<file path="config.mk">
export PLATFORM = sky130hd
export DESIGN_NAME = config_word_wdog_memprot_decode
export DESIGN_NICKNAME = d
export VERILOG_FILES = /design/src/verilog/cfg_pkg.sv /design/src/verilog/wdog_word_decode.sv /design/src/verilog/boot_block_decode.sv /design/src/verilog/config_word_wdog_memprot_decode.sv
export SDC_FILE = /design/constraint.sdc
export NUM_CORES = 1
export LEC_CHECK = 0
export BUFFER_PORTS_ARGS = -buffer_cell sky130_fd_sc_hd__buf_2
export CAP_MARGIN = 20
export CELL_PAD_IN_SITES_DETAIL_PLACEMENT = 1
export CELL_PAD_IN_SITES_GLOBAL_PLACEMENT = 2
export CORE_UTILIZATION = 37
export CTS_CLUSTER_DIAMETER = 150
export DETAILED_ROUTE_END_ITERATION = 6
export PLACE_DENSITY = 0.86
export SETUP_SLACK_MARGIN = 0.2
export SYNTH_ARGS = -nofsm -noshare
export SYNTH_HDL_FRONTEND = slang
export SYNTH_SLANG_ARGS = --single-unit
</file>
<file path="constraint.sdc">
create_clock -name mclk -period 7.8 [get_ports mclk]
set_clock_uncertainty 0.15 [all_clocks]
set_input_delay 1.56 -clock mclk [delete_from_list [all_inputs] [get_ports mclk]]
set_output_delay 1.56 -clock mclk [all_outputs]
set_load 0.02 [all_outputs]
</file>
<file path="src/verilog/cfg_pkg.sv">
/*
 * Shared constants, types and helpers for the configuration word
 * decoder: register map, field positions, codes and decoded bundles.
 * Assumes a 14-bit configuration word and a 2-bit register address.
 */
package cfg_pkg;

  // ------------------------------------------------------------
  // register map
  // ------------------------------------------------------------
  localparam int WORD_W = 14;
  localparam int ADDR_W = 2;
  localparam logic [1:0] ADDR_WDOG_WORD = 2'h0;
  localparam logic [1:0] ADDR_MEM_WORD = 2'h1;
  localparam logic [1:0] ADDR_WDOG_CTRL = 2'h2;
  localparam logic [1:0] ADDR_STATUS = 2'h3;
  localparam logic [13:0] ERASED_WORD = 14'h3fff;
  localparam logic [13:0] CTRL_RESET = 14'h0000;
  localparam logic [13:0] ZERO_WORD = 14'h0000;

  // ------------------------------------------------------------
  // watchdog word layout and codes
  // ------------------------------------------------------------
  localparam int WD_CLK_LSB = 11;
  localparam int WD_WIN_LSB = 8;
  localparam int WD_MODE_LSB = 5;
  localparam int WD_PER_LSB = 0;
  localparam logic [13:0] WD_UNIMPL_MASK = 14'h0080;
  localparam logic [2:0] CLK_MID_FREQ = 3'h0;
  localparam logic [2:0] CLK_LOW_FREQ = 3'h1;
  localparam logic [2:0] CLK_SOFT = 3'h7;
  localparam logic [2:0] WIN_SOFT_MIN = 3'h6;
  localparam logic [2:0] WIN_FULL_OPEN = 3'h7;
  localparam logic [4:0] PER_SOFT = 5'h1f;
  localparam logic [4:0] PER_SOFT_LOAD = 5'h0b;
  localparam logic [4:0] PER_MAX_CODE = 5'h12;
  localparam logic [4:0] DIV_EXP_BASE = 5'h05;

  typedef enum logic [1:0] {
    MODE_OFF = 2'b00,
    MODE_SOFT = 2'b01,
    MODE_AWAKE = 2'b10,
    MODE_ALWAYS = 2'b11
  } wdog_mode_e;

  // ------------------------------------------------------------
  // memory word layout and codes
  // ------------------------------------------------------------
  localparam int MEM_LVP_BIT = 13;
  localparam int MEM_SAF_WP_BIT = 11;
  localparam int MEM_CFG_WP_BIT = 9;
  localparam int MEM_BOOT_WP_BIT = 8;
  localparam int MEM_APP_WP_BIT = 7;
  localparam int MEM_SAF_EN_BIT = 4;
  localparam int MEM_BOOT_EN_BIT = 3;
  localparam int MEM_BOOT_SIZE_LSB = 0;
  localparam logic [13:0] MEM_UNIMPL_MASK = 14'h1460;
  localparam logic [13:0] MEM_STICKY_MASK = 14'h0b98;
  localparam logic [13:0] MEM_SIZE_MASK = 14'h0007;
  localparam logic SAF_PRESENT = 1'b1;
  localparam logic [2:0] BOOT_SMALL_CODE = 3'h7;
  localparam logic [11:0] BOOT_WORDS_SMALL = 12'h200;
  localparam logic [11:0] BOOT_WORDS_LARGE = 12'h400;
  localparam logic [11:0] PROG_MEM_WORDS = 12'h800;

  // ------------------------------------------------------------
  // control and status layout
  // ------------------------------------------------------------
  localparam int CTRL_SOFT_EN_BIT = 0;
  localparam int CTRL_PER_LSB = 1;
  localparam int CTRL_WIN_LSB = 6;
  localparam int CTRL_CLK_LSB = 9;
  localparam int ST_READY_BIT = 0;
  localparam int ST_KEYED_BIT = 1;
  localparam int ST_RUN_BIT = 2;
  localparam int ST_CLK_RES_BIT = 3;
  localparam int ST_REFUSED_BIT = 4;

  typedef enum logic [1:0] {
    LOAD_IDLE = 2'b00,
    LOAD_COPY = 2'b01,
    LOAD_RUN = 2'b10
  } load_state_e;

  typedef struct packed {
    logic [2:0] clk_sel;
    logic [2:0] win;
    logic [1:0] mode;
    logic [4:0] period;
  } wdog_cfg_s;

  typedef struct packed {
    logic [2:0] win_load;
    logic [4:0] per_load;
    logic win_sw_ok;
    logic per_sw_ok;
    logic clk_soft;
    logic clk_reserved;
  } wdog_dec_s;

  // ------------------------------------------------------------
  // helpers
  // ------------------------------------------------------------
  function automatic logic [13:0] fill_unimpl(input logic [13:0] w,
                                              input logic [13:0] m);
    fill_unimpl = w | m;
  endfunction

  function automatic logic [4:0] div_exp(input logic [4:0] code);
    if (code > PER_MAX_CODE) begin
      div_exp = DIV_EXP_BASE;
    end else begin
      div_exp = DIV_EXP_BASE + code;
    end
  endfunction

endpackage

</file>
<file path="src/verilog/wdog_word_decode.sv">
/*
 * Combinational decode of the watchdog configuration word: values
 * loaded at power-on and which runtime fields software may change.
 * Assumes the caller registers the results.
 */
`timescale 1ns/10ps
module wdog_word_decode (
  // configured fields
  input wire cfg_pkg::wdog_cfg_s cfg,
  // decoded results
  output cfg_pkg::wdog_dec_s dec
);

  always_comb begin
    dec = '0;
    // open window codes hand the field to software
    if (cfg.win >= cfg_pkg::WIN_SOFT_MIN) begin
      dec.win_load = cfg_pkg::WIN_FULL_OPEN;
      dec.win_sw_ok = 1'b1;
    end else begin
      dec.win_load = cfg.win;
      dec.win_sw_ok = 1'b0;
    end
    if (cfg.period == cfg_pkg::PER_SOFT) begin
      dec.per_load = cfg_pkg::PER_SOFT_LOAD;
      dec.per_sw_ok = 1'b1;
    end else begin
      dec.per_load = cfg.period;
      dec.per_sw_ok = 1'b0;
    end
    dec.clk_soft = (cfg.clk_sel == cfg_pkg::CLK_SOFT);
    dec.clk_reserved = (cfg.clk_sel != cfg_pkg::CLK_SOFT) &&
                       (cfg.clk_sel != cfg_pkg::CLK_LOW_FREQ) &&
                       (cfg.clk_sel != cfg_pkg::CLK_MID_FREQ);
  end

endmodule

</file>
<file path="src/verilog/boot_block_decode.sv">
/*
 * Boot block size and last address from the enable and size field.
 * Assumes the user program memory size given in the package.
 */
`timescale 1ns/10ps
module boot_block_decode (
  // configured fields
  input wire logic boot_block_enable_n,
  input wire logic [2:0] boot_block_size,
  // decoded results
  output logic [11:0] boot_words,
  output logic [11:0] boot_last
);

  logic [11:0] sel_words;
  logic [11:0] half_words;

  always_comb begin
    half_words = cfg_pkg::PROG_MEM_WORDS >> 1;
    if (boot_block_size == cfg_pkg::BOOT_SMALL_CODE) begin
      sel_words = cfg_pkg::BOOT_WORDS_SMALL;
    end else begin
      sel_words = cfg_pkg::BOOT_WORDS_LARGE;
    end
    if (boot_block_enable_n) begin
      boot_words = 12'h000;
    end else if (sel_words > half_words) begin
      boot_words = half_words;
    end else begin
      boot_words = sel_words;
    end
    if (boot_words == 12'h000) begin
      boot_last = 12'h000;
    end else begin
      boot_last = boot_words - 12'h001;
    end
  end

endmodule

</file>
<file path="src/verilog/config_word_wdog_memprot_decode.sv">
/*
 * Holds the watchdog and memory configuration words, loads the
 * runtime watchdog fields after reset and drives the decoded
 * settings. Assumes one clock, writes from a programmer or from
 * software flagged by wr_self, and a bulk erase pulse.
 */
// How it works
// - clock select: 001 low, 000 mid, 111 software
// - window 11x: fully open, software owned, unkeyed
// - window 101..000 copied at reset, locked, keyed
// - mode 11 always, 10 awake only
// - mode 01 follows soft enable, 00 off
// - period code up to 10010 sets divider two to 5+code, above it to 5
// - period 11111 loads 01011, software may change
// - erased period field is all ones
// - low-voltage bit selects master clear and programming
// - refuse clearing low-voltage bit during such programming
// - write-protect bits protect when zero
// - storage write protect needs storage enabled
// - boot write protect needs boot block enabled
// - storage enable low turns storage on
// - boot enable high gives zero size
// - size used when enabled, writable only disabled
// - size 111 gives 512, else 1024 words
// - boot block clamped to half of memory
// - protection bits sticky until bulk erase or reset
// - unimplemented bits read as one
// - settings valid before software runs
`timescale 1ns/10ps
module config_word_wdog_memprot_decode (
  // clock and reset
  input wire logic mclk,
  input wire logic reset,
  // register port
  input wire logic [1:0] addr,
  input wire logic [13:0] wdata,
  input wire logic wr,
  input wire logic rd,
  input wire logic wr_self,
  output logic [13:0] rdata,
  // programming and system state
  input wire logic bulk_erase,
  input wire logic lvp_prog_active,
  input wire logic master_clear_pin_enable,
  input wire logic sleep,
  // core hold
  output logic cfg_ready,
  // watchdog settings
  output logic wdog_run,
  output logic [2:0] wdog_clock_select,
  output logic wdog_clk_reserved,
  output logic [2:0] wdog_window_runtime,
  output logic wdog_keyed_access,
  output logic [4:0] wdog_period_runtime,
  output logic [4:0] wdog_div_exp,
  // memory settings
  output logic low_volt_program_enable,
  output logic master_clear_pin_active,
  output logic hv_program_required,
  output logic config_write_protect,
  output logic app_block_write_protect,
  output logic storage_area_flash_on,
  output logic storage_area_write_protect,
  output logic boot_block_on,
  output logic boot_block_write_protect,
  output logic [11:0] boot_block_words,
  output logic [11:0] boot_block_last
);

  // ------------------------------------------------------------
  // storage and decode wiring
  // ------------------------------------------------------------
  logic [13:0] config_word_watchdog_r;
  logic [13:0] config_word_memory_r;
  logic [13:0] config_word_watchdog_nxt;
  logic [13:0] config_word_memory_nxt;
  logic wdog_soft_enable_r;
  logic [2:0] soft_clk_sel_r;
  logic [2:0] win_rt_r;
  logic [4:0] per_rt_r;
  logic refused_r;
  cfg_pkg::load_state_e load_state_r;
  cfg_pkg::wdog_cfg_s wcfg;
  cfg_pkg::wdog_dec_s wdec;
  logic [11:0] boot_words_w;
  logic [11:0] boot_last_w;
  logic wr_cfg_ok;
  logic lvp_refuse;
  logic [13:0] mem_word_rd;
  logic [13:0] wdog_word_rd;
  logic [13:0] ctrl_rd;
  logic [13:0] status_rd;
  logic [2:0] clk_eff;
  logic run_eff;

  // unimplemented bit 7 sits between window and mode
  assign wcfg = {config_word_watchdog_r[13:cfg_pkg::WD_WIN_LSB],
                 config_word_watchdog_r[cfg_pkg::WD_MODE_LSB + 1:0]};
  assign wdog_word_rd = cfg_pkg::fill_unimpl(config_word_watchdog_r,
                                             cfg_pkg::WD_UNIMPL_MASK);
  assign mem_word_rd = cfg_pkg::fill_unimpl(config_word_memory_r,
                                            cfg_pkg::MEM_UNIMPL_MASK);

  wdog_word_decode u_wdog_dec (
    .cfg(wcfg),
    .dec(wdec)
  );

  boot_block_decode u_boot_dec (
    .boot_block_enable_n(config_word_memory_r[cfg_pkg::MEM_BOOT_EN_BIT]),
    .boot_block_size(config_word_memory_r[cfg_pkg::MEM_BOOT_SIZE_LSB +: 3]),
    .boot_words(boot_words_w),
    .boot_last(boot_last_w)
  );

  // ------------------------------------------------------------
  // write qualification
  // ------------------------------------------------------------
  // self-writes blocked while configuration write protect is active
  assign wr_cfg_ok = wr &&
    !(wr_self && !config_word_memory_r[cfg_pkg::MEM_CFG_WP_BIT]);
  assign lvp_refuse = lvp_prog_active &&
    !wdata[cfg_pkg::MEM_LVP_BIT];

  always_comb begin
    config_word_watchdog_nxt = cfg_pkg::fill_unimpl(wdata,
                                 cfg_pkg::WD_UNIMPL_MASK);
  end

  always_comb begin
    config_word_memory_nxt = wdata;
    // sticky bits only move toward zero, i.e. protected or enabled
    config_word_memory_nxt = (config_word_memory_r & wdata &
                              cfg_pkg::MEM_STICKY_MASK) |
                             (wdata & ~cfg_pkg::MEM_STICKY_MASK);
    if (!config_word_memory_r[cfg_pkg::MEM_BOOT_EN_BIT]) begin
      config_word_memory_nxt[cfg_pkg::MEM_BOOT_SIZE_LSB +: 3] =
        config_word_memory_r[cfg_pkg::MEM_BOOT_SIZE_LSB +: 3];
    end
    if (lvp_refuse) begin
      config_word_memory_nxt[cfg_pkg::MEM_LVP_BIT] =
        config_word_memory_r[cfg_pkg::MEM_LVP_BIT];
    end
    if (!cfg_pkg::SAF_PRESENT) begin
      config_word_memory_nxt[cfg_pkg::MEM_SAF_WP_BIT] = 1'b1;
    end
    config_word_memory_nxt = cfg_pkg::fill_unimpl(config_word_memory_nxt,
                               cfg_pkg::MEM_UNIMPL_MASK);
  end

  // ------------------------------------------------------------
  // nonvolatile words
  // ------------------------------------------------------------
  always_ff @(posedge mclk or posedge reset) begin
    if (reset) begin
      config_word_watchdog_r <= cfg_pkg::ERASED_WORD;
    end else if (bulk_erase) begin
      config_word_watchdog_r <= cfg_pkg::ERASED_WORD;
    end else if (wr_cfg_ok && addr == cfg_pkg::ADDR_WDOG_WORD) begin
      config_word_watchdog_r <= config_word_watchdog_nxt;
    end
  end

  always_ff @(posedge mclk or posedge reset) begin
    if (reset) begin
      config_word_memory_r <= cfg_pkg::ERASED_WORD;
    end else if (bulk_erase) begin
      config_word_memory_r <= cfg_pkg::ERASED_WORD;
    end else if (wr_cfg_ok && addr == cfg_pkg::ADDR_MEM_WORD) begin
      config_word_memory_r <= config_word_memory_nxt;
    end
  end

  // refused write flag, set wins over the read that clears it
  always_ff @(posedge mclk or posedge reset) begin
    if (reset) begin
      refused_r <= 1'b0;
    end else if ((wr && !wr_cfg_ok &&
                  addr != cfg_pkg::ADDR_WDOG_CTRL) ||
                 (wr_cfg_ok && addr == cfg_pkg::ADDR_MEM_WORD &&
                  lvp_refuse)) begin
      refused_r <= 1'b1;
    end else if (rd && addr == cfg_pkg::ADDR_STATUS) begin
      refused_r <= 1'b0;
    end
  end

  // ------------------------------------------------------------
  // power-on load sequence
  // ------------------------------------------------------------
  always_ff @(posedge mclk or posedge reset) begin
    if (reset) begin
      load_state_r <= cfg_pkg::LOAD_IDLE;
    end else begin
      unique case (load_state_r)
        cfg_pkg::LOAD_IDLE: load_state_r <= cfg_pkg::LOAD_COPY;
        cfg_pkg::LOAD_COPY: load_state_r <= cfg_pkg::LOAD_RUN;
        cfg_pkg::LOAD_RUN: load_state_r <= cfg_pkg::LOAD_RUN;
        default: load_state_r <= cfg_pkg::LOAD_IDLE;
      endcase
    end
  end

  always_ff @(posedge mclk or posedge reset) begin
    if (reset) begin
      cfg_ready <= 1'b0;
    end else begin
      cfg_ready <= (load_state_r == cfg_pkg::LOAD_RUN);
    end
  end

  // ------------------------------------------------------------
  // runtime watchdog fields
  // ------------------------------------------------------------
  always_ff @(posedge mclk or posedge reset) begin
    if (reset) begin
      win_rt_r <= cfg_pkg::WIN_FULL_OPEN;
    end else if (load_state_r == cfg_pkg::LOAD_COPY) begin
      win_rt_r <= wdec.win_load;
    end else if (wr && addr == cfg_pkg::ADDR_WDOG_CTRL &&
                 wdec.win_sw_ok) begin
      win_rt_r <= wdata[cfg_pkg::CTRL_WIN_LSB +: 3];
    end
  end

  always_ff @(posedge mclk or posedge reset) begin
    if (reset) begin
      per_rt_r <= cfg_pkg::PER_SOFT_LOAD;
    end else if (load_state_r == cfg_pkg::LOAD_COPY) begin
      per_rt_r <= wdec.per_load;
    end else if (wr && addr == cfg_pkg::ADDR_WDOG_CTRL &&
                 wdec.per_sw_ok) begin
      per_rt_r <= wdata[cfg_pkg::CTRL_PER_LSB +: 5];
    end
  end

  always_ff @(posedge mclk or posedge reset) begin
    if (reset) begin
      wdog_soft_enable_r <= cfg_pkg::CTRL_RESET[cfg_pkg::CTRL_SOFT_EN_BIT];
      soft_clk_sel_r <= cfg_pkg::CTRL_RESET[cfg_pkg::CTRL_CLK_LSB +: 3];
    end else if (wr && addr == cfg_pkg::ADDR_WDOG_CTRL) begin
      wdog_soft_enable_r <= wdata[cfg_pkg::CTRL_SOFT_EN_BIT];
      soft_clk_sel_r <= wdata[cfg_pkg::CTRL_CLK_LSB +: 3];
    end
  end

  // ------------------------------------------------------------
  // watchdog decode
  // ------------------------------------------------------------
  always_comb begin
    if (wdec.clk_soft) begin
      clk_eff = soft_clk_sel_r;
    end else begin
      clk_eff = wcfg.clk_sel;
    end
    unique case (cfg_pkg::wdog_mode_e'(wcfg.mode))
      cfg_pkg::MODE_ALWAYS: run_eff = 1'b1;
      cfg_pkg::MODE_AWAKE: run_eff = !sleep;
      cfg_pkg::MODE_SOFT: run_eff = wdog_soft_enable_r;
      cfg_pkg::MODE_OFF: run_eff = 1'b0;
    endcase
  end

  always_ff @(posedge mclk or posedge reset) begin
    if (reset) begin
      wdog_run <= 1'b0;
      wdog_clock_select <= cfg_pkg::CLK_MID_FREQ;
      wdog_clk_reserved <= 1'b0;
      wdog_window_runtime <= cfg_pkg::WIN_FULL_OPEN;
      wdog_keyed_access <= 1'b0;
      wdog_period_runtime <= cfg_pkg::PER_SOFT_LOAD;
      wdog_div_exp <= cfg_pkg::DIV_EXP_BASE;
    end else begin
      wdog_run <= run_eff && (load_state_r == cfg_pkg::LOAD_RUN);
      wdog_clock_select <= clk_eff;
      wdog_clk_reserved <= wdec.clk_reserved;
      wdog_window_runtime <= win_rt_r;
      wdog_keyed_access <= !wdec.win_sw_ok;
      wdog_period_runtime <= per_rt_r;
      wdog_div_exp <= cfg_pkg::div_exp(per_rt_r);
    end
  end

  // ------------------------------------------------------------
  // memory decode
  // ------------------------------------------------------------
  always_ff @(posedge mclk or posedge reset) begin
    if (reset) begin
      low_volt_program_enable <= 1'b1;
      master_clear_pin_active <= 1'b1;
      hv_program_required <= 1'b0;
      config_write_protect <= 1'b0;
      app_block_write_protect <= 1'b0;
      storage_area_flash_on <= 1'b0;
      storage_area_write_protect <= 1'b0;
      boot_block_on <= 1'b0;
      boot_block_write_protect <= 1'b0;
      boot_block_words <= 12'h000;
      boot_block_last <= 12'h000;
    end else begin
      low_volt_program_enable <=
        config_word_memory_r[cfg_pkg::MEM_LVP_BIT];
      master_clear_pin_active <=
        config_word_memory_r[cfg_pkg::MEM_LVP_BIT] ||
        master_clear_pin_enable;
      hv_program_required <=
        !config_word_memory_r[cfg_pkg::MEM_LVP_BIT];
      config_write_protect <=
        !config_word_memory_r[cfg_pkg::MEM_CFG_WP_BIT];
      app_block_write_protect <=
        !config_word_memory_r[cfg_pkg::MEM_APP_WP_BIT];
      storage_area_flash_on <= cfg_pkg::SAF_PRESENT &&
        !config_word_memory_r[cfg_pkg::MEM_SAF_EN_BIT];
      storage_area_write_protect <= cfg_pkg::SAF_PRESENT &&
        !config_word_memory_r[cfg_pkg::MEM_SAF_EN_BIT] &&
        !config_word_memory_r[cfg_pkg::MEM_SAF_WP_BIT];
      boot_block_on <=
        !config_word_memory_r[cfg_pkg::MEM_BOOT_EN_BIT];
      boot_block_write_protect <=
        !config_word_memory_r[cfg_pkg::MEM_BOOT_EN_BIT] &&
        !config_word_memory_r[cfg_pkg::MEM_BOOT_WP_BIT];
      boot_block_words <= boot_words_w;
      boot_block_last <= boot_last_w;
    end
  end

  // ------------------------------------------------------------
  // read port
  // ------------------------------------------------------------
  always_comb begin
    ctrl_rd = cfg_pkg::ZERO_WORD;
    ctrl_rd[cfg_pkg::CTRL_SOFT_EN_BIT] = wdog_soft_enable_r;
    ctrl_rd[cfg_pkg::CTRL_PER_LSB +: 5] = per_rt_r;
    ctrl_rd[cfg_pkg::CTRL_WIN_LSB +: 3] = win_rt_r;
    ctrl_rd[cfg_pkg::CTRL_CLK_LSB +: 3] = soft_clk_sel_r;
    status_rd = cfg_pkg::ZERO_WORD;
    status_rd[cfg_pkg::ST_READY_BIT] = cfg_ready;
    status_rd[cfg_pkg::ST_KEYED_BIT] = wdog_keyed_access;
    status_rd[cfg_pkg::ST_RUN_BIT] = wdog_run;
    status_rd[cfg_pkg::ST_CLK_RES_BIT] = wdog_clk_reserved;
    status_rd[cfg_pkg::ST_REFUSED_BIT] = refused_r;
  end

  always_ff @(posedge mclk or posedge reset) begin
    if (reset) begin
      rdata <= cfg_pkg::ZERO_WORD;
    end else if (rd) begin
      unique case (addr)
        cfg_pkg::ADDR_WDOG_WORD: rdata <= wdog_word_rd;
        cfg_pkg::ADDR_MEM_WORD: rdata <= mem_word_rd;
        cfg_pkg::ADDR_WDOG_CTRL: rdata <= ctrl_rd;
        cfg_pkg::ADDR_STATUS: rdata <= status_rd;
      endcase
    end else begin
      rdata <= cfg_pkg::ZERO_WORD;
    end
  end

endmodule

</file>
Word-level counts from Yosys, hierarchy flattened
Cells that the tools add are included.
{"block": "word_totals", "in_bits": 25, "reg_bits": 109, "elab_cells": 123, "output_inout_bits": 67}
{"block": "op_classes", "n_eq_ne": 15, "order_cmp": 3, "bitwise_logic": 2, "n_addsub": 2, "muxes": 26, "n_reduce_logical": 45}
{"op": "14-bit two-way mux", "n": 5}
{"op": "14-bit case mux with 4 select lines", "n": 1}
{"op": "11-bit two-way mux", "n": 3}
{"op": "5-bit two-way mux", "n": 4}
{"op": "1-bit logical AND", "n": 17}
{"op": "3-bit two-way mux", "n": 5}
{"op": "12-bit by 14-bit bitwise OR with 14-bit output", "n": 1}
{"op": "12-bit AND", "n": 1}
{"op": "1-bit zero test", "n": 12}
{"op": "12-bit zero test", "n": 1}
{"op": "12-bit two-way mux", "n": 1}
{"op": "2-bit nonzero test", "n": 6}
{"op": "12-bit by 1-bit subtractor with 12-bit output (second input constant)", "n": 1}
{"op": "11-bit > comparator (second input constant)", "n": 1}
{"op": "2-bit == test (second input constant)", "n": 5}
{"op": "2-bit by 1-bit == test with 1-bit output (second input constant)", "n": 3}
{"op": "3-bit == test (second input constant)", "n": 2}
{"op": "2-bit zero test", "n": 3}
{"op": "3-bit by 5-bit adder with 5-bit output (first input constant)", "n": 1}
{"op": "5-bit == test (second input constant)", "n": 1}
{"op": "5-bit > comparator (second input constant)", "n": 1}
{"op": "1-bit two-way mux", "n": 5}
{"op": "2-bit != test (second input constant)", "n": 2}
{"op": "1-bit case mux with 4 select lines", "n": 1}
{"op": "8 further kinds", "n": 10}

Longest topological paths before layout
Gate-level depths: netlist of the first run.
{"block": "logic_depth", "word_depth": 9, "mapped_depth": 7, "ltp_nobuf": 5}

Cells and area by module
Synthesis of the first run repeated with hierarchy kept, for this count alone.
{"block": "hier_totals", "hier_cells": 342, "hier_area_um2": 4280.4}
{"mod": "config_word_wdog_memprot_decode", "cells_per_inst": 303, "area_each_um2": 4018.9, "n_inst": 1, "seq_area_each_um2": 2676.3}
{"mod": "boot_block_decode", "cells_per_inst": 25, "area_each_um2": 181.4, "n_inst": 1, "seq_area_each_um2": 0.0}
{"mod": "wdog_word_decode", "cells_per_inst": 14, "area_each_um2": 80.1, "n_inst": 1, "seq_area_each_um2": 0.0}

Worst setup path after synthesis of the first run
No wires, ideal clock.
{"block": "synth_timing", "path_kind": "in2reg", "startpoint": "in addr[1]", "endpoint": "reg rdata[0]", "arrival_ns": 2.313, "n_path_buf": 1, "setup_slack_ns": 5.218, "stages": 3, "required_ns": 7.531, "setup_time_ns": 0.119, "cell_sequence": "buf_6 mux4_2 and2_1"}
{"block": "synth_via", "elab_chain_len": 3, "word_cells_on_any_way": 6, "classes_between": "eq/ne: 3; mux: 2; reduce/logical: 1"}
{"item": "start, declared", "line_no": "config_word_wdog_memprot_decode.sv:35", "rtl": "input wire logic [1:0] addr,"}
{"item": "2-bit == test, or another cell as far along", "line_no": "config_word_wdog_memprot_decode.sv:348", "rtl": "unique case (addr)"}
{"item": "14-bit case mux with 4 select lines *", "line_no": "config_word_wdog_memprot_decode.sv:348"}
{"item": "14-bit two-way mux *", "line_no": "config_word_wdog_memprot_decode.sv:347", "rtl": "end else if (rd) begin"}
{"item": "end signal, assigned", "line_no": "config_word_wdog_memprot_decode.sv:346", "rtl": "rdata <= cfg_pkg::ZERO_WORD;"}
{"item": "end signal, assigned", "line_no": "config_word_wdog_memprot_decode.sv:349", "rtl": "cfg_pkg::ADDR_WDOG_WORD: rdata <= wdog_word_rd;"}
{"item": "end signal, assigned", "line_no": "config_word_wdog_memprot_decode.sv:350", "rtl": "cfg_pkg::ADDR_MEM_WORD: rdata <= mem_word_rd;"}
{"item": "end, declared", "line_no": "config_word_wdog_memprot_decode.sv:40", "rtl": "output logic [13:0] rdata,"}
Every way passes the cells marked *; elsewhere a longest branch is shown, timed or not.
A chain may end at the register's enable or synchronous reset.

Worst setup path in the final report of the first run
{"block": "layout_timing", "startpoint": "in addr[0]", "endpoint": "reg config_word_memory_r[2]"}
{"block": "layout_via", "elab_chain_len": 4}
{"item": "2-bit by 1-bit == test with 1-bit output", "line_no": "config_word_wdog_memprot_decode.sv:169", "rtl": "end else if (wr_cfg_ok && addr == cfg_pkg::ADDR_MEM_WORD) begin"}
{"item": "1-bit logical AND", "line_no": "config_word_wdog_memprot_decode.sv:169"}
{"item": "2-bit nonzero test (no source line)"}
{"item": "2-bit AND reduction (no source line)"}
{"item": "end signal, assigned", "line_no": "config_word_wdog_memprot_decode.sv:166", "rtl": "config_word_memory_r <= cfg_pkg::ERASED_WORD;"}
{"item": "end signal, assigned", "line_no": "config_word_wdog_memprot_decode.sv:168", "rtl": "config_word_memory_r <= cfg_pkg::ERASED_WORD;"}
{"item": "end signal, assigned", "line_no": "config_word_wdog_memprot_decode.sv:170", "rtl": "config_word_memory_r <= config_word_memory_nxt;"}
{"item": "end, declared", "line_no": "config_word_wdog_memprot_decode.sv:74", "rtl": "logic [13:0] config_word_memory_r;"}
Every way passes these cells.

==> results of run 1 <==
critical path, stage by stage:
cell     delay, ns
buf_2         0.57
inv_1         0.57
nor4_4        0.49
mux2i_1       0.25
area by class of cell:
type | count | area [sq um] | area share [%]
tap | 133 | 166.4 | 3.763
clock buffer | 13 | 158.9 | 3.594
inverter | 20 | 76.32 | 1.726
timing repair buffer | 83 | 440.4 | 9.960
sequential | 86 | 2201 | 49.77
clock inverter | 3 | 43.79 | 0.9904
multi-input combinational | 205 | 1335 | 30.19
power by group through the flow:
| stage | clock [mW] | sequential (mW) | combinational (mW) |
|---|---|---|---|
| 2_1_floorplan | 0 | 0.588 | 0.0959 |
| 3_3_place_gp | 0 | 0.551 | 0.190 |
| 3_5_place_dp | 0 | 0.554 | 0.193 |
| 4_1_cts | 0.331 | 0.546 | 0.193 |
| 5_1_grt | 0.350 | 0.553 | 0.210 |
| 6_report | 0.323 | 0.545 | 0.193 |
through the flow:
step | hold WS [ns] | worst slack (ns) | instance area (sq um) | cells
final | 0.2222 | 4.473 | 4422 | 543
after global routing | 0.2258 | 4.303 | 4422 | 543
after CTS | 0.2211 | 4.501 | 4394 | 542
after detailed placement | 0.2073 | 4.110 | 4192 | 526
after global placement | 0.2068 | 4.195 | 4192 | 526
after floorplan | 0.2040 | 3.933 | 3890 | 352
registers in the layout (all words and copies together), names as in the netlist, 2 cells and up:
register	flops
boot_block_last	4
config_word_memory_r	10
config_word_watchdog_r	13
load_state_r	2
per_rt_r	5
rdata	14
soft_clk_sel_r	3
wdog_clock_select	3
wdog_div_exp	5
wdog_period_runtime	5
wdog_window_runtime	3
win_rt_r	3
layout by cell type, fill, tap and decap left out, drive strengths merged, types with 2 or more instances in the layout:
cell type and count:
a21boi 3, a21o 2, a21oi 5, a31oi 18
and2 7, buf 83, clkbuf 13, clkinv 3
conb 12, dfrtp 47, dfstp 39, ha 5
inv 19, mux2i 8, mux4 5, nand2 24
nand2b 3, nand3 6, nand4 6, nand4b 2
nor2 16, nor2b 4, nor4 20, o211ai 3
o21a 4, o21ai 28, o22ai 2, o2bb2ai 2
o311a 2, o311ai 2, o41ai 2, or2 2
final timing paths:
path | depth (start not counted) | end | start | slack (ns)
setup / recovery | 4 | config_word_memory_r[2] | addr[0] | 4.47
hold / removal | 0 | wdog_window_runtime[0] | win_rt_r[0] | 0.22
setup reg to reg | 4 | per_rt_r[4] | load_state_r[0] | 5.99
hold reg to reg | 0 | wdog_window_runtime[0] | win_rt_r[0] | 0.22
max in group asynchronous | 4 | per_rt_r[3] | reset | 5.76
min in group asynchronous | 3 | storage_area_write_protect | reset | 1.09
metal layers:
layer,GRT usage [%],share of wire [%],vias to the layer above
met4,7.347,1.5,0
met5,0,0,-
li1,-,-,1311
met2,28.57,49,93
met3,2.506,4.3,10
met1,25.80,46,1416
cell families (layout without fill, tap and decap cells):
| logic type | Yosys count | after routing |
|---|---|---|
| adders and majority gates | 5 | 5 |
| buffers and inverters | 61 | 119 |
| DFF | 86 | 86 |
| AOI/OAI and AO/OA | 78 | 78 |
| and+or+nand+nor | 96 | 96 |
| xor gates and xnor gates | 1 | 1 |
| other | 1 | 12 |
| muxes | 13 | 13 |
==> flow_summary.toml, run 1 <==
[clock_network]
insertion_delay_ns = 0.36
cts_resized = 0
cts-hold-fix-buffers = 0
h-tree-depth = 3
clk_pin_slew_worst_paths_ns = 0.09
clockBufferDepth = 2
cts_tree = "done"
cts_sinks = 86
cts_root_buf = "clkbuf_8"
post-cts-setup-buffers = 0
numCtsBuffers = 9

[pwr]
p_seq_share_pct = 51.4
p_int_mw = 0.7467
clkPwrFrac_pct = 30.4
leakagePower_nw = 2.067
combPwrFrac_pct = 18.2
total_power_mw = 1.061
power.density_nw_per_um2 = 239.9
power_switching_mw = 0.3141
max-vdd-ir-drop_uv = 82.88
swShare_pct = 29.61

[yosys]
yosys.area_share.simple_pct = 13.85
synth.largest_area_cell = "dfrtp_1"
post_synth.cell_area_avg_sq_um = 11.29
synth_xor_area_share_pct = 0.2276
ys_seq_area_share_pct = 57.18
synthArstFlopShare_pct = 100.0
synth.distinct_cells = 51
synth_commonest_cells = "dfrtp_1 (47), dfstp_2 (39), o21ai_0 (27)"
syn-instance-count = 341
yosysMostFrequentCell = "dfrtp_1"
yosys_most_used_dff = "dfrtp_1"
ys_warn_count = 0
ys_ff_latch = 86
synth_edf_count = 0
syn_area_sq_um = 3849
synth_top_family_by_area = "simple AND/OR/NAND/NOR gates"
synth-compound-area-share_pct = 12.81
muxShareOfSynthArea_pct = 5.007
synth_top_cell_area_share_pct = 30.56
yosys-top-cells-area = "dfrtp_1 (31%), dfstp_2 (27%), buf_4 (3.9%), o21ai_0 (3.5%), nor4_1 (3.1%)"
synth_fa_ha_area_share_pct = 1.625

[place]
io_buffers = 81
dpl.hpwl_microns = 6468
finalWeightedCongestion = 0.8063

[worst_setup_path]
worst-setup-path-type = "input pin to register"
worstSetupEndpointType = "register"
crit_arrival_ns = 3.46
critPathLaunchType = "input pin"
required_ns = 7.94
cp_max_fo = 37

[global_routing]
grt_overflow_total = 0
grt_pass1_wl_microns = 15410
grt_pass1_vias = 2803
antenna_found_initial = 0
grt_max_degree = 87
grt_util_all_layers_pct = 18.33

[sta]
relSlewSlack_pct = 37.53
period_share_pct = 42.65
finalSetupTns_ns = 0
maxSlewViolCount = 0
period_needed_ns = 3.327
hold_viol = 0
worst_pin_slew_ns = 0.9328
timing.fmax_mhz = 300.6
rsz0062_at_grt = "false"
finalSetupViolations = 0

[die]
die_h_microns = 104.0
dieArea_sq_um = 10810
chipWidth_microns = 104.0
core_area_sq_um = 9910
pin_count = 92
row_count = 36
start_util_pct = 38.84

[drt]
postRouteAntennaNets = 0
wire_per_inst_microns = 17.44
via_per_inst = 5.212
drt-initial-drc-count = 175
drtPass1Iterations = 4
drt_wl_total_microns = 9470
num_vias = 2830
drc_errors = 0

[final_layout]
layout-drive-gt1-share_pct = 35.85
layout.nets = 435
num_antenna_cells = 0
area_delta_synth_final_pct = 14.89
nFillCells = 1128
fin_util_pct = 44.62

[min_path]
hold_path.class = "register to register"

[run]
max_cap_violations = 0

[status]
status = "completed"
Power figures use the tool's default switching activity.
==> run 2: changes to the inputs <==
--- a/config.mk
+++ b/config.mk
@@ -5,14 +5,15 @@
 export SDC_FILE = /design/constraint.sdc
 export NUM_CORES = 1
 export LEC_CHECK = 0
+export ABC_AREA = 1
 export BUFFER_PORTS_ARGS = -buffer_cell sky130_fd_sc_hd__buf_2
 export CAP_MARGIN = 20
 export CELL_PAD_IN_SITES_DETAIL_PLACEMENT = 1
 export CELL_PAD_IN_SITES_GLOBAL_PLACEMENT = 2
-export CORE_UTILIZATION = 37
+export CORE_UTILIZATION = 29
 export CTS_CLUSTER_DIAMETER = 150
 export DETAILED_ROUTE_END_ITERATION = 6
-export PLACE_DENSITY = 0.86
+export PLACE_DENSITY = 0.76
 export SETUP_SLACK_MARGIN = 0.2
 export SYNTH_ARGS = -nofsm -noshare
 export SYNTH_HDL_FRONTEND = slang
==> constraint.sdc (replaced) <==
create_clock -name mclk -period 3 [get_ports mclk]
set_clock_uncertainty 0.15 [all_clocks]
set_input_delay 0.6 -clock mclk [delete_from_list [all_inputs] [get_ports mclk]]
set_output_delay 0.6 -clock mclk [all_outputs]
set_load 0.02 [all_outputs]
==> run 2 against run 1 <==
  * Die area grew 23%
  * Highest routed layer unchanged
  * Final cell count increased by 16%
  * Register-to-register slack worse by 4.7 ns
  * Core utilization decreased by 8.0 points
  * Setup slack got worse by 3.2 ns
  * Sequential share of layout area fell by 1.9 points
  * Global-route usage fell by 2.7 points
==> flow_summary.toml, run 2 <==
[global_routing]
grt_pass1_wl_microns = 15460
grt_max_degree = 87
grt_overflow_total = 0
grt_util_all_layers_pct = 15.61
antenna_found_initial = 0
grt_pass1_vias = 2845

[clock_network]
cts-hold-fix-buffers = 0
cts_tree = "done"
cts_root_buf = "clkbuf_16"
cts_sinks = 86
insertion_delay_ns = 0.34
clockBufferDepth = 2
clk_pin_slew_worst_paths_ns = 0.06
cts_resized = 0
h-tree-depth = 3
post-cts-setup-buffers = 0
numCtsBuffers = 9

[pwr]
power.density_nw_per_um2 = 737.9
total_power_mw = 3.393
combPwrFrac_pct = 16.2
leakagePower_nw = 2.331
clkPwrFrac_pct = 40.5
max-vdd-ir-drop_uv = 262.0
power_switching_mw = 0.9268
swShare_pct = 27.31
p_int_mw = 2.466
p_seq_share_pct = 43.3

[worst_setup_path]
crit_arrival_ns = 1.02
critPathLaunchType = "register"
worstSetupEndpointType = "output port"
worstPathCellList = "buf_2"
cp_max_fo = 1
critical_path_buf_inv_count = 1
worst-setup-path-type = "register to output port"
required_ns = 2.25
cp_top_family = "flip-flops"
slowest_delay_ns = 0.52
slowest_stage = "dfstp_2"

[final_layout]
fin_util_pct = 36.59
finalNonFillerCells = 632
top_regs = "rdata: 14 flops, config_word_watchdog_r: 13 flops, config_word_memory_r: 10 flops"
layout-drive-gt1-share_pct = 36.74
final_cell_mix = "nand2_1 (84), buf_2 (81), dfrtp_1 (47), inv_1 (42), o21ai_0 (40)"
num_antenna_cells = 0
layout.nets = 485
area_delta_synth_final_pct = 23.36
final_common_cell = "nand2_1"
top_register = "rdata"
postLayoutCellArea_sq_um = 4598
largest_register_ffs = 14

[place]
pre_cts_ws_ns = 1.025
io_buffers = 81
finalWeightedCongestion = 0.7977
dpl_cell_area_sq_um = 4227
placed_cells = 616
dpl.hpwl_microns = 7338

[yosys]
synthArstFlopShare_pct = 100.0
ys_warn_count = 0
yosys-top-cells-area = "dfrtp_1 (32%), dfstp_2 (27%), nand2_1 (8.5%), o21ai_0 (5.4%), inv_1 (4.3%)"
ys_seq_area_share_pct = 59.05
syn-instance-count = 376
synth.largest_area_cell = "dfrtp_1"
synth.distinct_cells = 35
synth_top_cell_area_share_pct = 31.55
syn_area_sq_um = 3727
synth_edf_count = 0
yosysMostFrequentCell = "nand2_1"
yosys_most_used_dff = "dfrtp_1"
ys_ff_latch = 86
synth_commonest_cells = "nand2_1 (84), dfrtp_1 (47), inv_1 (43)"
post_synth.cell_area_avg_sq_um = 9.913

[drt]
drt_wl_total_microns = 9566
drc_errors = 0
wire_per_inst_microns = 15.14
postRouteAntennaNets = 0
num_vias = 2786
drtPass1Iterations = 4
drt-initial-drc-count = 131
via_per_inst = 4.408

[sta]
rsz0062_at_grt = "false"
worst_pin_slew_ns = 0.5142
timing.fmax_mhz = 566.6
period_needed_ns = 1.765
relSlewSlack_pct = 65.68
hold_viol = 0
maxSlewViolCount = 0
finalSetupTns_ns = 0
fin_hold_ws_ns = 0.2148
period_share_pct = 58.84
finalWorstSetupSlack_ns = 1.235
finalSetupViolations = 0

[die]
dieArea_sq_um = 13310
core_area_sq_um = 12570
row_count = 41
die_h_microns = 115.4
pin_count = 92
chipWidth_microns = 115.4
start_util_pct = 29.66

[min_path]
hold_path.class = "input pin to asynchronous set/reset pin"

[run]
max_cap_violations = 0

[status]
status = "completed"
-- run 2: worst paths after layout --
check / slack (ns) / startpoint / cells after the start / to
hold reg to reg: 0.23 / win_rt_r[1] / 0 / wdog_window_runtime[1]
setup / recovery: 1.23 / low_volt_program_enable / 1 / low_volt_program_enable
min in group mclk: 0.23 / win_rt_r[1] / 0 / wdog_window_runtime[1]
setup reg to reg: 1.26 / config_word_memory_r[9] / 6 / config_word_watchdog_r[11]
hold / removal: 0.21 / reset / 3 / boot_block_last[8]
max in group asynchronous: 2.09 / reset / 3 / config_word_watchdog_r[2]
-- run 2: per-layer routing --
layer / wire (microns) / vias up / track usage, %
met4: 213 / 0 / 6.494
met5: 0 / - / 0
li1: - / 1333 / -
met3: 433 / 15 / 2.952
met2: 4415 / 79 / 24.71
met1: 4504 / 1359 / 20.95
-- run 2: layout make-up --
type	instances	area, sq um
Fill cell	1461	7970
Sequential cell	86	2201
Multi-Input combinational cell	230	1202
Timing Repair Buffer	83	432.9
Clock buffer	10	239.0
Tap cell	172	215.2
Inverter	45	175.2
Clock inverter	6	132.6
-- run 2: power by group through the flow --
stage | clock [mW] | combinational, mW | sequential, mW
2_1_floorplan | 0 | 0.264 | 1.59
3_3_place_gp | 0 | 0.547 | 1.49
3_5_place_dp | 0 | 0.558 | 1.49
4_1_cts | 1.40 | 0.560 | 1.47
5_1_grt | 1.44 | 0.617 | 1.49
6_report | 1.37 | 0.549 | 1.47
-- run 2: kinds of logic after synthesis --
group	after synthesis	synth area share, %
buf+inv	71	9.802
simple gates	139	17.49
xor+xnor	1	0.2350
flops	86	59.05
other cells	1	0.1006
compound gates	73	11.65
fa+ha+maj	5	1.678
==> run 3: changes to the inputs <==
==> constraint.sdc (replaced) <==
create_clock -name mclk -period 1.59 [get_ports mclk]
set_clock_uncertainty 0.15 [all_clocks]
set_input_delay 0.318 -clock mclk [delete_from_list [all_inputs] [get_ports mclk]]
set_output_delay 0.318 -clock mclk [all_outputs]
set_load 0.02 [all_outputs]
==> run 3 against run 2 <==
  * Core utilization rose by 3.7 points
  * Worst hold slack got worse by 0.19 ns
  * Clock power rose by 40%
  * Largest cell class unchanged
  * Sequential power rose by 90%
  * Combinational power rose by 150%
  * Register-to-register slack got worse by 1.1 ns
  * Total power rose by 79%
  * Highest routed layer unchanged
  * Via count rose by 6.6%
==> flow_summary.toml, run 3 (synthesis gave the netlist of run 2 again) <==
[worst_setup_path]
cp_top_family = "flip-flops"
worstSetupEndpointType = "register"
slowest_delay_ns = 0.53
cp_max_fo = 2
r2r_setup_slack_ns = 0.13
critical_path_buf_inv_count = 2
worstPathCellList = "inv_2 -> ha_4 -> o21a_1 -> nor2_2 -> buf_4 -> nor2_2"
slowest_stage = "dfstp_2"
required_ns = 1.67
path_common_cell = "nor2_2"
critPathLaunchType = "register"
worst-setup-path-type = "register to register"
crit_arrival_ns = 1.54

[clock_network]
clockBufferDepth = 2
clk_pin_slew_worst_paths_ns = 0.06
cts_root_buf = "clkbuf_16"
numCtsBuffers = 9
cts_tree = "done"
cts_sinks = 86
insertion_delay_ns = 0.34
h-tree-depth = 3

[sta]
rsz0062_at_grt = "true"
period_needed_ns = 1.459
maxSlewViolCount = 0
hold_viol = 0
finalWorstSetupSlack_ns = 0.1308
period_share_pct = 91.77
finalSetupTns_ns = 0
timing.fmax_mhz = 685.3
finalSetupViolations = 0

[global_routing]
grt_pass1_wl_microns = 16430
grt_util_all_layers_pct = 16.85
antenna_found_initial = 0
grt_pass1_vias = 3060
grt_overflow_total = 0
grt_max_degree = 87

[pwr]
total_power_mw = 6.058
max-vdd-ir-drop_uv = 606.5
leakagePower_nw = 2.531
power.density_nw_per_um2 = 1197

[die]
dieArea_sq_um = 13310
chipWidth_microns = 115.4
die_h_microns = 115.4
pin_count = 92
row_count = 41
core_area_sq_um = 12570
start_util_pct = 29.66

[drt]
drt_wl_total_microns = 10440
via_per_inst = 4.454
drc_errors = 0
drt-initial-drc-count = 150
postRouteAntennaNets = 0
wire_per_inst_microns = 15.66
num_vias = 2971
drtPass1Iterations = 4

[place]
dpl_cell_area_sq_um = 4359
dpl.hpwl_microns = 7787
finalWeightedCongestion = 0.8441
placed_cells = 631
pre_cts_ws_ns = 0.04841
io_buffers = 81

[final_layout]
top_register = "rdata"
final_cell_mix = "nand2_1 (71), buf_2 (70), dfrtp_1 (46), dfstp_2 (39), inv_1 (37)"
finalNonFillerCells = 667
final_common_cell = "nand2_1"
layout-drive-gt1-share_pct = 48.08
area_delta_synth_final_pct = 35.82
largest_register_ffs = 14
postLayoutCellArea_sq_um = 5062
layout.nets = 520
top_regs = "rdata: 14 flops, config_word_watchdog_r: 13 flops, config_word_memory_r: 10 flops"
num_antenna_cells = 0

[run]
max_cap_violations = 0

[min_path]
hold_path.class = "input pin to register"

[status]
status = "completed"
## run 3: final timing paths
path                                         start  cells past startpoint                          to
max                                    per_rt_r[0]                      6             wdog_div_exp[4]
max reg2reg                            per_rt_r[0]                      6             wdog_div_exp[4]
min                        master_clear_pin_enable                      2     master_clear_pin_active
max in group asynchronous                    reset                      4  config_word_watchdog_r[13]
min reg2reg                            win_rt_r[0]                      0      wdog_window_runtime[0]
min in group asynchronous                    reset                      4          boot_block_last[9]
## run 3: layer usage
layer | up-vias | global-route usage [%] | wire length, microns
met2 | 83 | 28.58 | 5247
met3 | 12 | 2.530 | 420
met1 | 1465 | 21.38 | 4644
met5 | - | 0 | 0
met4 | 0 | 7.100 | 131
li1 | 1411 | - | -
## run 3: area by class of cell
cell class / instances / area [sq um]
Timing Repair Buffer: 118 / 822.0
Fill cell: 1449 / 7506
Multi-Input combinational cell: 230 / 1376
Inverter: 45 / 177.7
Clock buffer: 12 / 246.5
Sequential cell: 86 / 2202
Clock inverter: 4 / 22.52
Tap cell: 172 / 215.2
## run 3: what timing repair did
| action | in CTS | in global routing |
|---|---|---|
| gates resized for setup | 48 | 43 |
| hold buffers | 1 | 0 |
| setup buffers | 11 | 7 |
| endpoints found under the hold margin | 47 | 0 |
| pin swaps | 5 | 18 |
| cloned | 1 | 0 |
| setup endpoints to repair | 56 | 54 |
## run 3: through the flow
stage / hold WS, ns / utilization (%)
floorplan: 0.2090 / -
finish: 0.02387 / 40.28
global placement: 0.2219 / 34.68
global route: 0.02636 / 40.28
detailed placement: 0.2233 / 34.68
CTS: 0.01418 / 38.89
## run 3: power by group
group	internal [mW]	total [mW]	switching (mW)
logic	0.546	1.35	0.805
registers	2.59	2.79	0.197
clock network	1.09	1.92	0.827
## run 3: worst reg2reg max path, cell delays in order (launching register included)
cell     delay [ns]
dfstp_2        0.53
inv_2          0.04
ha_4           0.14
o21a_1         0.17
nor2_2         0.14
buf_4          0.15
nor2_2         0.03
